===== config.mk =====
export PLATFORM = sky130hd
export DESIGN_NAME = urc_rx_port
export DESIGN_NICKNAME = d
export VERILOG_FILES = /design/src/shared/urc_pkg.sv /design/src/logic/urc_fifo.sv /design/src/logic/urc_rx_port.sv
export SDC_FILE = /design/constraint.sdc
export NUM_CORES = 1
export LEC_CHECK = 0
export BUFFER_PORTS_ARGS = -buffer_cell sky130_fd_sc_hd__buf_2
export CAP_MARGIN = 20
export CORE_ASPECT_RATIO = 0.75
export CORE_MARGIN = 1.5
export CORE_UTILIZATION = 55
export DETAILED_ROUTE_END_ITERATION = 16
export PLACE_DENSITY = 0.72
export SLEW_MARGIN = 20
export SYNTH_ARGS = -nofsm -noshare
export SYNTH_HDL_FRONTEND = slang
export SYNTH_SLANG_ARGS = --single-unit

===== constraint.sdc =====
create_clock -name ref_clk -period 4.54 [get_ports ref_clk]
set_input_delay 0.454 -clock ref_clk [delete_from_list [all_inputs] [get_ports ref_clk]]
set_output_delay 0.454 -clock ref_clk [all_outputs]
set_load 0.03 [all_outputs]

===== src/shared/urc_pkg.sv =====
// urc_pkg: constants shared by the cell receive port and its fifo.
// assumes: included before any logic/ file that names urc_ types.
package urc_pkg;

	localparam int          URC_BUS_W     = 16; // cell data bus width
	localparam int          URC_ADDR_W    = 5;  // port select width
	localparam int          URC_FIFO_W    = URC_BUS_W + 1; // data + first
	localparam int          URC_FIFO_D    = 16; // fifo depth in words
	localparam int          URC_CNT_W     = 6;  // index within a cell
	localparam int          URC_CELLS_W   = 4;  // complete cells held
	localparam int          URC_LINK_W    = 1 + 1 + URC_ADDR_W;
	// bit positions inside the synchronised link vector
	localparam int          URC_LK_CLK    = 6;
	localparam int          URC_LK_ENB    = 5;
	// cell length: first word plus 26 more, or first byte plus 52
	localparam logic [5:0]  URC_LAST_WIDE = 6'h1A; // index 26
	localparam logic [5:0]  URC_LAST_BYTE = 6'h34; // index 52
	localparam logic [7:0]  URC_HI_ZERO   = 8'h00;
	localparam logic [15:0] URC_BUS_RST   = 16'h0000;
	localparam logic [6:0]  URC_LINK_RST  = 7'h20; // enable high, rest 0

	// state of the output side of the port
	typedef enum logic {URC_IDLE, URC_XFER} urc_state_type;

endpackage : urc_pkg


===== src/logic/urc_fifo.sv =====
// urc_fifo: flip-flop fifo, valid/ready on both sides.
// assumes: one clock, asynchronous active-low reset, power-of-two depth.
`timescale 1ns/1ps
module urc_fifo #(
	parameter int WIDTH = 17,
	parameter int DEPTH = 16
) (
	input  wire logic             ref_clk,   // system clock
	input  wire logic             rst_n,     // async reset, active low
	input  wire logic [WIDTH-1:0] wr_data,   // word to store
	input  wire logic             wr_valid,  // source offers a word
	output logic                  wr_ready,  // room for a word
	output logic      [WIDTH-1:0] rd_data,   // word at the head
	output logic                  rd_valid,  // head word present
	input  wire logic             rd_ready,  // sink takes the head
	output logic                  full       // every slot in use
);
	import urc_pkg::*;

	localparam int PW = $clog2(DEPTH);
	localparam int CW = $clog2(DEPTH + 1);
	localparam logic [CW-1:0] FULL_CNT = CW'(DEPTH);

	logic [WIDTH-1:0] mem_r [DEPTH];
	logic [WIDTH-1:0] mem_nxt [DEPTH];
	logic [PW-1:0]    wr_ptr_r, wr_ptr_nxt, rd_ptr_r, rd_ptr_nxt;
	logic [CW-1:0]    cnt_r, cnt_nxt;
	logic             push, pop;

	// handshake is combinational so back-pressure reaches the source at once
	assign full     = (cnt_r == FULL_CNT);
	assign wr_ready = !full;
	assign rd_valid = (cnt_r != '0);
	assign rd_data  = mem_r[rd_ptr_r];
	assign push     = wr_valid && wr_ready;
	assign pop      = rd_valid && rd_ready;

	// next pointers, count and storage
	always_comb begin
		mem_nxt    = mem_r;
		wr_ptr_nxt = wr_ptr_r;
		rd_ptr_nxt = rd_ptr_r;
		cnt_nxt    = cnt_r;
		if (push) begin
			mem_nxt[wr_ptr_r] = wr_data;
			wr_ptr_nxt        = wr_ptr_r + PW'(1);
		end
		if (pop)
			rd_ptr_nxt = rd_ptr_r + PW'(1);
		if (push && !pop)
			cnt_nxt = cnt_r + CW'(1);
		else if (pop && !push)
			cnt_nxt = cnt_r - CW'(1);
	end

	// register only
	always_ff @(posedge ref_clk or negedge rst_n) begin
		if (!rst_n) begin
			for (int i = 0; i < DEPTH; i++)
				mem_r[i] <= '0;
			wr_ptr_r <= '0;
			rd_ptr_r <= '0;
			cnt_r    <= '0;
		end else begin
			mem_r    <= mem_nxt;
			wr_ptr_r <= wr_ptr_nxt;
			rd_ptr_r <= rd_ptr_nxt;
			cnt_r    <= cnt_nxt;
		end
	end

endmodule : urc_fifo


===== src/logic/urc_rx_port.sv =====
// urc_rx_port: receive cell port facing an ATM layer master.
// assumes: link pins are foreign to ref_clk and run well below it;
// the source feeds whole cells, first word flagged, low byte in 8-bit mode.
//
// Overview of operation
// - data bus 16 or 8 bits wide, top bit most significant.
// - bus driven only when enabled and this port selected, else released.
// - parity bit beside every word, odd or even by setting.
// - first flag high exactly with the first word of a cell.
// - master supplies the link clock; outputs change only after its edge.
// - master asserts enable low; word is sampled at end of next cycle.
// - in multi-port use, drivers on only after a cycle with enable low.
// - cell available flag, in multi-port use released to high impedance when not polled.
// - a cell is first word plus 26 words, or first byte plus 52.
`timescale 1ns/1ps
module urc_rx_port #(
	parameter int FIFO_DEPTH = urc_pkg::URC_FIFO_D
) (
	input  wire logic                         ref_clk,   // system clock
	input  wire logic                         rst_n,     // async reset
	input  wire logic                         wide_mode, // 1: 16-bit bus
	input  wire logic                         odd_parity, // 1: odd
	input  wire logic                         multi_phy, // 1: shared bus
	input  wire logic [urc_pkg::URC_ADDR_W-1:0] port_addr, // own address
	input  wire logic [urc_pkg::URC_BUS_W-1:0]  in_data,  // cell word
	input  wire logic                         in_first,  // first of cell
	input  wire logic                         in_valid,  // word offered
	output logic                              in_ready,  // fifo has room
	input  wire logic                         cell_out_clock, // link clock
	input  wire logic                         cell_out_enable_n, // enable
	input  wire logic [urc_pkg::URC_ADDR_W-1:0] cell_out_port_select, // addr
	output logic [urc_pkg::URC_BUS_W-1:0]     cell_out_bus, // data out
	output logic                              cell_out_bus_oe, // drive bus
	output logic                              cell_out_parity, // parity
	output logic                              cell_out_parity_oe, // drive
	output logic                              cell_out_first_flag, // first
	output logic                              cell_out_first_flag_oe, // drv
	output logic                              cell_out_available, // cell
	output logic                              cell_out_available_oe // drv
);
	import urc_pkg::*;

	// upper byte forced to zero in 8-bit mode
	function automatic logic [URC_BUS_W-1:0] fit_word(
		input logic [URC_BUS_W-1:0] d, input logic wide);
		fit_word = wide ? d : {URC_HI_ZERO, d[7:0]};
	endfunction : fit_word

	// ones count of the word made odd or even
	function automatic logic word_parity(
		input logic [URC_BUS_W-1:0] d, input logic wide, input logic odd);
		word_parity = (^fit_word(d, wide)) ^ odd;
	endfunction : word_parity

	function automatic logic [URC_CNT_W-1:0] last_index(input logic wide);
		last_index = wide ? URC_LAST_WIDE : URC_LAST_BYTE;
	endfunction : last_index

	// link pin synchronisers
	logic [URC_LINK_W-1:0] s1_r, s2_r, s3_r, flt_r;
	logic [URC_LINK_W-1:0] s1_nxt, s2_nxt, s3_nxt, flt_nxt;
	logic                  link_rise;
	logic                  enb_now;
	logic [URC_ADDR_W-1:0] addr_now;

	// a bit counts as changed once stages two and three agree
	always_comb begin
		s1_nxt  = {cell_out_clock, cell_out_enable_n, cell_out_port_select};
		s2_nxt  = s1_r;
		s3_nxt  = s2_r;
		flt_nxt = ((s2_r ~^ s3_r) & s3_r) | ((s2_r ^ s3_r) & flt_r);
	end

	always_ff @(posedge ref_clk or negedge rst_n) begin
		if (!rst_n) begin
			s1_r  <= URC_LINK_RST;
			s2_r  <= URC_LINK_RST;
			s3_r  <= URC_LINK_RST;
			flt_r <= URC_LINK_RST;
		end else begin
			s1_r  <= s1_nxt;
			s2_r  <= s2_nxt;
			s3_r  <= s3_nxt;
			flt_r <= flt_nxt;
		end
	end

	// enable and address seen just before the link edge
	assign link_rise = flt_nxt[URC_LK_CLK] && !flt_r[URC_LK_CLK];
	assign enb_now   = flt_r[URC_LK_ENB];
	assign addr_now  = flt_r[URC_ADDR_W-1:0];

	// fifo in the data path
	logic [URC_FIFO_W-1:0] head;
	logic                  head_valid, fifo_full, rd_take;

	urc_fifo #(
		.WIDTH (URC_FIFO_W),
		.DEPTH (FIFO_DEPTH)
	) u_fifo (
		.ref_clk  (ref_clk),
		.rst_n    (rst_n),
		.wr_data  ({in_first, in_data}),
		.wr_valid (in_valid),
		.wr_ready (in_ready),
		.rd_data  (head),
		.rd_valid (head_valid),
		.rd_ready (rd_take),
		.full     (fifo_full)
	);

	// port state
	urc_state_type         state_r, state_nxt;
	logic [URC_CNT_W-1:0]  in_cnt_r, in_cnt_nxt, out_cnt_r, out_cnt_nxt;
	logic [URC_CELLS_W-1:0] cells_r, cells_nxt;
	logic                  sel_r, sel_nxt, armed_r, armed_nxt;
	logic                  drive_r, drive_nxt, clav_r, clav_nxt;
	logic                  clav_oe_r, clav_oe_nxt, par_r, par_nxt;
	logic                  soc_r, soc_nxt;
	logic [URC_BUS_W-1:0]  bus_r, bus_nxt;
	logic [URC_CNT_W-1:0]  in_idx;
	logic                  accept, in_done, out_done;
	logic                  match, avail, go, flush, head_first;

	assign head_first = head[URC_BUS_W];
	assign accept     = in_valid && in_ready;
	assign in_idx     = in_first ? '0 : in_cnt_r + URC_CNT_W'(1);
	assign in_done    = accept && (in_idx == last_index(wide_mode));
	assign match      = !multi_phy || (addr_now == port_addr);
	// a full fifo headed by a first word also counts: a cell longer
	// than the fifo could otherwise never be offered
	assign avail = (state_r == URC_IDLE)
		? ((cells_r != '0) || (fifo_full && head_first))
		: (cells_r > URC_CELLS_W'(1));
	// stray words with no first word ahead of them are dropped
	assign flush = (state_r == URC_IDLE) && head_valid && !head_first;
	assign go = link_rise && !enb_now && sel_r && head_valid &&
		((state_r == URC_XFER) ||
		 (avail && head_first && (multi_phy || armed_r)));
	assign out_done = go && (state_r == URC_XFER) &&
		(out_cnt_r == last_index(wide_mode));
	assign rd_take  = go || flush;

	// next state, counters and output registers
	always_comb begin
		state_nxt   = state_r;
		in_cnt_nxt  = accept ? in_idx : in_cnt_r;
		out_cnt_nxt = out_cnt_r;
		cells_nxt   = cells_r + URC_CELLS_W'(in_done)
			- URC_CELLS_W'(out_done);
		sel_nxt     = sel_r;
		armed_nxt   = armed_r;
		drive_nxt   = drive_r;
		clav_nxt    = clav_r;
		clav_oe_nxt = clav_oe_r;
		bus_nxt     = bus_r;
		par_nxt     = par_r;
		soc_nxt     = soc_r;
		if (link_rise) begin
			clav_nxt    = avail && match;
			clav_oe_nxt = match;
			if (enb_now) begin
				sel_nxt   = match;
				armed_nxt = 1'b1;
			end
			drive_nxt = !enb_now && sel_r;
			soc_nxt   = 1'b0;
			if (go) begin
				bus_nxt = fit_word(head[URC_BUS_W-1:0], wide_mode);
				par_nxt = word_parity(head[URC_BUS_W-1:0], wide_mode,
					odd_parity);
				if (state_r == URC_IDLE) begin
					soc_nxt     = 1'b1;
					armed_nxt   = 1'b0;
					out_cnt_nxt = URC_CNT_W'(1);
					state_nxt   = URC_XFER;
				end else begin
					out_cnt_nxt = out_cnt_r + URC_CNT_W'(1);
					if (out_done)
						state_nxt = URC_IDLE;
				end
			end
		end
	end

	always_ff @(posedge ref_clk or negedge rst_n) begin
		if (!rst_n) begin
			state_r   <= URC_IDLE;
			in_cnt_r  <= '0;
			out_cnt_r <= '0;
			cells_r   <= '0;
			sel_r     <= 1'b0;
			armed_r   <= 1'b0;
			drive_r   <= 1'b0;
			clav_r    <= 1'b0;
			clav_oe_r <= 1'b0;
			bus_r     <= URC_BUS_RST;
			par_r     <= 1'b0;
			soc_r     <= 1'b0;
		end else begin
			state_r   <= state_nxt;
			in_cnt_r  <= in_cnt_nxt;
			out_cnt_r <= out_cnt_nxt;
			cells_r   <= cells_nxt;
			sel_r     <= sel_nxt;
			armed_r   <= armed_nxt;
			drive_r   <= drive_nxt;
			clav_r    <= clav_nxt;
			clav_oe_r <= clav_oe_nxt;
			bus_r     <= bus_nxt;
			par_r     <= par_nxt;
			soc_r     <= soc_nxt;
		end
	end

	// pins; single-port mode keeps the available flag driven
	assign cell_out_bus           = bus_r;
	assign cell_out_parity        = par_r;
	assign cell_out_first_flag    = soc_r;
	assign cell_out_bus_oe        = drive_r;
	assign cell_out_parity_oe     = drive_r;
	assign cell_out_first_flag_oe = drive_r;
	assign cell_out_available     = clav_r;
	assign cell_out_available_oe  = clav_oe_r || !multi_phy;

	// checks
	a_upper_byte_zero: assert property (@(posedge ref_clk) disable iff (!rst_n)
		(!wide_mode && $past(!wide_mode) && cell_out_bus_oe)
		|-> cell_out_bus[15:8] == URC_HI_ZERO)
		else $error("upper byte driven in 8-bit mode");
	a_bus_needs_sel: assert property (@(posedge ref_clk) disable iff (!rst_n)
		$rose(cell_out_bus_oe) |-> $past(link_rise && !enb_now && sel_r))
		else $error("bus driven without enable and selection");
	a_parity_kind: assert property (@(posedge ref_clk) disable iff (!rst_n)
		($changed(cell_out_bus) && $stable(odd_parity) && $stable(wide_mode))
		|-> cell_out_parity == word_parity(cell_out_bus, wide_mode,
			odd_parity))
		else $error("parity does not match data");
	a_first_word: assert property (@(posedge ref_clk) disable iff (!rst_n)
		$rose(cell_out_first_flag) |-> state_r == URC_XFER
			&& out_cnt_r == URC_CNT_W'(1))
		else $error("first flag not on first word");
	a_edge_update: assert property (@(posedge ref_clk) disable iff (!rst_n)
		($changed(cell_out_bus) || $changed(cell_out_bus_oe)
			|| $changed(cell_out_first_flag)) |-> $past(link_rise))
		else $error("output changed away from link edge");
	a_oe_follows_enb: assert property (@(posedge ref_clk) disable iff (!rst_n)
		(link_rise && enb_now) |=> !cell_out_bus_oe [*2])
		else $error("driver on after enable sampled high");
	a_clav_release: assert property (@(posedge ref_clk) disable iff (!rst_n)
		(link_rise && multi_phy && addr_now != port_addr)
		|=> !cell_out_available_oe && !cell_out_available)
		else $error("available flag driven for other address");
	a_cell_length: assert property (@(posedge ref_clk) disable iff (!rst_n)
		(go && state_r == URC_XFER && out_cnt_r == last_index(wide_mode))
		|=> state_r == URC_IDLE ##0 $fell(state_r == URC_XFER))
		else $error("cell not ended after its last word");
	a_clav_has_cell: assert property (@(posedge ref_clk) disable iff (!rst_n)
		$rose(cell_out_available) |-> $past(avail && match))
		else $error("cell available without buffered cell");

endmodule : urc_rx_port


# Yosys cells after proc, flatten, opt, wreduce, memory -nomap -nowiden
# Index checks and enable logic that the tools add are counted.
[totals]
register_bits = 353
latchBits = 0
mem_bits_rw = 0
mem_bits_ro = 0
inputBits = 35
out_inout_bits = 24
wordCells = 119
n_memories = 0
[op_classes]
n_addsub = 8
mul = 0
div = 0
magnitude_cmp = 4
eq_ne = 4
shift = 0
mux = 20
bitwise_logic = 9
reduce_logical = 39
[op_table]
columns = ["op", "count"]
rows = [
  ["$bwmux 272", 1],
  ["$bmux 17 s4", 1],
  ["$demux 17 s4", 1],
  ["$mux 17", 3],
  ["$logic_and 1x1->1", 20],
  ["$mux 6", 3],
  ["$mux 16", 1],
  ["$reduce_xor 16->1", 1],
  ["$and 7x7->7", 2],
  ["$add 6x1->6 const B", 2],
  ["$eq 6x6->1", 2],
  ["$ge 5x5->1 const B", 2],
  ["$mux 5", 2],
  ["$not 4->5", 2],
  ["$add 4x1->4 const B", 2],
  ["$mux 1", 8],
  ["$logic_not 1->1", 7],
  ["$or 7x7->7", 1],
  ["$xnor 7x7->7", 1],
  ["$xor 7x7->7", 1],
  ["$logic_or 1x1->1", 6],
  ["$add 5x1->5 const B", 1],
  ["$eq 5x5->1", 1],
  ["$eq 5x5->1 const B", 1],
  ["other kinds (11)", 12],
]

# Longest topological paths before layout
[logic_depth]
ltp_word = 16
mapped_depth = 16
ltp_nobuf = 16

# By module
# Synthesis repeated with hierarchy kept, for this count alone.
[hier_totals]
cells_unflattened = 1140
area_unflattened_um2 = 16470.8
[by_module_without_submodules]
columns = ["module", "n_inst", "cells_each", "area_per_inst_um2"]
rows = [
  ["urc_fifo", 1, 892, 13501.7],
  ["urc_rx_port", 1, 248, 2969.1],
]

# Least setup slack after synthesis
# OpenSTA, ideal clock, no wires.
[synth_path]
kind = "flip-flop to flip-flop"
from = "reg u_fifo.rd_ptr_r[0]"
to = "reg u_fifo.cnt_r[4]"
arrival_time_ps = 3610
path_slack_ps = 804
stages_incl_launch_ff = 17
cell_sequence = "dfrtp_1 > buf_6 > buf_12 > mux4_2 > mux4_2 > nor4b_2 > nor2_1 > o21ai_0 > o21ai_2 > ha_1 > inv_1 > fa_1 > a21o_1 > a21oi_1 > xnor2_1 > nor2_1 > xor2_1"
[synth_between]
elab_chain_cells = 16
[synth_lines]
columns = ["element", "line_no", "text"]
rows = [
  ["start, declared", "urc_fifo.sv:26", "logic [PW-1:0] wr_ptr_r, wr_ptr_nxt, rd_ptr_r, rd_ptr_nxt;"],
  ["start signal, assigned", "urc_fifo.sv:67", "rd_ptr_r <= rd_ptr_nxt;"],
  ["$not 4->5 (implied by the code) *", "urc_fifo.sv:34", "assign rd_data = mem_r[rd_ptr_r];"],
  ["$bmux 17 s4 *", "urc_fifo.sv:34", ""],
  ["$mux 17 (implied by the code) * (2 in series)", "urc_fifo.sv:34", ""],
  ["$logic_and 1x1->1", "urc_rx_port.sv:133", "? ((cells_r != '0) || (fifo_full && head_first))"],
  ["$logic_or 1x1->1", "urc_rx_port.sv:133", ""],
  ["$mux 1", "urc_rx_port.sv:133", ""],
  ["$logic_and 1x1->1 (2 in series)", "urc_rx_port.sv:139", "(avail && head_first && (multi_phy || armed_r)));"],
  ["$logic_or 1x1->1", "urc_rx_port.sv:138", "((state_r == URC_XFER) ||"],
  ["$logic_and 1x1->1", "urc_rx_port.sv:137", "assign go = link_rise && !enb_now && sel_r && head_valid &&"],
  ["$logic_or 1x1->1 *", "urc_rx_port.sv:142", "assign rd_take = go || flush;"],
  ["$logic_and 1x1->1 *", "urc_fifo.sv:36", "assign pop = rd_valid && rd_ready;"],
  ["$logic_not 1->1", "urc_fifo.sv:50", "if (push && !pop)"],
  ["$logic_and 1x1->1", "urc_fifo.sv:50", ""],
  ["$mux 5 / $reduce_bool 2->1 (equally long branches)", "--", ""],
  ["end signal, assigned", "urc_fifo.sv:68", "cnt_r <= cnt_nxt;"],
  ["end, declared", "urc_fifo.sv:27", "logic [CW-1:0] cnt_r, cnt_nxt;"],
]
# Mark *: on every way between the ends. The rest lies on a longest branch, timed or not. The select of a mux whose other input is x is not followed.
# A chain may end at the register's enable or synchronous reset.

# Worst setup path after layout
# Same ends and word-level chain as after synthesis.

==> qor.txt <==
Dpl cells = 1,523
Pwr dens = 755 nW/µm²
Post-CTS sizing = 0
Reg2Reg Setup Slack = 590 ps
Number of enable flip-flop cells after synthesis = 0
RR Endpoint = u_fifo.cnt_r[4]
GR Util met1 = 36.9%
Max clock buf depth = 3
Nets = 1,229
Fmax = 253 MHz
Worst hold endpoint = s1_r[5]
Placer Congestion = 0.766
Drt total wl = 35.7 mm
Hold Slack = 32.7 ps
Post-DP HPWL = 21.9 mm
Detailed-router iteration count before antenna repair = 5
Hold Vio Cnt, Final = 0
Syn Nets = 1,179
Leakage = 8.21 nW
Tmin final = 3950 ps
Die Ht = 151 µm
Final Setup Violations = 0
Max Cap Viol = 0
Clock Sink Count = 353
Hold Crit Depth = 1
Layout Cells excl Fill = 1,583
Clock transition at the registers of the reported paths = 60 ps
Layout Utilization = 62.1%
Critical R2R Launch = u_fifo.rd_ptr_r[0]
Met3 usage in global routing = 2.88%
First-pass GRT wire length = 56.5 mm
Top cells by count, synth = 349 x dfrtp_1, 285 x mux2_2, 60 x mux2i_1
Design Power = 0.0136 W
CP max FO = 20
Storage cell area = 8840 µm²
Top FF cell, synth = dfrtp_1
Worst Max-Slew Pin Slew = 956 ps
Leading area contributor after synthesis = dfrtp_1
DRC = 0
Crit path launch type = flop
Status = completed
Worst vdd ir = 427 µV
Async SR Flop Fraction = 100%
GRT Resource Usage Total = 24.3%
Initial antenna violation count = 0
Post-Synthesis Cell Area = 16,100 µm²
Hold Buf Count CTS = 0
Vias = 9,608
Total Die Area = 30,300 µm²
Clock root buffer = clkbuf_16
Post-synth cell types = 58
Post-route antenna net violation count = 0
Path depth of the worst reg2reg path = 14
Clock Skew = 22.0 ps
Clock buffers created by TritonCTS = 36
Crit path DAT = 4350 ps
RSZ-0062 raised after global routing = no
Yosys warning total = 0
Worst skew pair latency = 530 ps
Area of the multi-input gates = 6820 µm²
Setup Buffers After CTS = 0
Buffers on Ports = 58
TNS Setup = 0 ps
Initial Utilization = 55.7%
Routed WL per cell = 22.6 µm
Die width = 201 µm
Slew margin rel. = 36.3%
Site Rows = 54
Mean Syn Cell Area = 14.4 µm²
IO Count = 59
CTS tree = yes
WS Path Type = flop to flop
Synth top area share = 54.2%
Core area = 28,900 µm²
HP Class = input pin to flop
Fill count = 2,232
Syn Inst Count = 1,119
Final Cycle Share = 87.0%
Met2 usage = 37.7%
Largest cells by area after synthesis = dfrtp_1 54%, mux2_2 20%, mux4_2 5.3%
Vias in the first global route = 9,618
Area Growth Syn to Fin = 11.6%
Max-slew violations = 0
Via-per-instance ratio = 6.07
DR iter-0 viols = 778
GR peak layer = met2
Hold Crit Start = cell_out_enable_n
Worst Path Required = 4940 ps
Yosys reg bits = 353
Register area share after synthesis = 54.9%
Most common cell in the netlist = dfrtp_1
Largest net degree at the start of global routing = 123
Remaining Overflow, GRT = 0
Layout cell share with drive strength beyond 1 = 40.3%
Antenna Cells = 0
H-tree level count = 2
Setup crit end kind = flop
how the worst max path moves through the flow:
stage	from	to	slack, ps	cells past startpoint
finish	u_fifo.rd_ptr_r[0]	u_fifo.cnt_r[4]	590	14
global placement	u_fifo.rd_ptr_r[0]	u_fifo.cnt_r[4]	620	14
CTS	u_fifo.rd_ptr_r[0]	u_fifo.cnt_r[4]	570	14
global route	u_fifo.rd_ptr_r[0]	u_fifo.cnt_r[4]	380	14
detailed placement	u_fifo.rd_ptr_r[0]	u_fifo.cnt_r[4]	610	14
floorplan	u_fifo.rd_ptr_r[0]	u_fifo.cnt_r[4]	800	16
through the flow:
| stage | worst slack (ps) | instance area [µm²] |
|---|---|---|
| floorplan | 804 | 16100 |
| global placement | 623 | 16800 |
| detailed placement | 608 | 16800 |
| CTS | 575 | 18000 |
| global route | 385 | 18000 |
| finish | 589 | 18000 |
final cells by class:
class	instances	area share, %
multi-input combinational	674	38.0
inverter	16	0.334
timing repair buffer	88	3.20
sequential	353	49.2
clock inverter	8	0.682
clock buffer	52	5.86
tap	392	2.73
placed cells by master, fill, tap and decap left out, types with 5 or more instances in the layout:
cell / count
dfrtp_1: 347
nand3_1: 20
mux2_2: 285
mux2i_1: 60
a22oi_1: 12
buf_4: 26
nor2_1: 11
ha_1: 23
a21oi_1: 9
clkbuf_1: 8
clkbuf_16: 37
nand4_1: 5
xor2_1: 12
xnor2_1: 19
nand2_1: 38
a221oi_1: 26
mux4_2: 38
o21ai_0: 31
a211oi_1: 7
clkbuf_8: 7
a21o_1: 17
buf_2: 57
inv_1: 14
registers in the layout, summed over array words and instances (netlist names):
name and cells:
u_fifo.cnt_r 5, clav_oe_r 1, cells_r 4, cell_out_parity 1, s3_r 7, sel_r 1
out_cnt_r 6, armed_r 1, flt_r 7, cell_out_available 1, u_fifo.rd_ptr_r 4, s1_r 7
cell_out_first_flag 1, u_fifo.mem_r 272, s2_r 7, state_r 1, u_fifo.wr_ptr_r 4, cell_out_bus_oe 1
in_cnt_r 6, cell_out_bus 16
worst max-delay path: stages, from the launching register on:
cell     delay (ps)
dfrtp_4         650
mux4_1          610
mux4_2          530
nor4b_2         210
nor2_2          110
o21ai_0         100
o21ai_2         150
ha_1            240
inv_1           100
fa_1            420
a21o_1          180
a21oi_1         170
xnor2_1         140
nor2_1           70
xor2_1          140
kinds of logic after synthesis:
family	Yosys count	share of synthesized area, %
flops	353	54.9
simple gates	100	3.15
mux	385	29.3
compound gates	132	6.04
xor+xnor	32	1.83
buf+inv	92	2.78
fa+ha+maj	25	2.04
layer usage:
metal	routed length, µm	vias to the layer above
met4	586	0
met2	16300	192
met5	0	-
met1	17600	5120
met3	1310	51
li1	-	4245
power by group:
group | switching (W) | internal (W) | leakage [nW]
clock | 0.00121 | 0.00178 | 0.579
combinational | 0.00241 | 0.00283 | 3.28
sequential | 0.000836 | 0.00450 | 4.35
(Power assumes the default switching activity.)
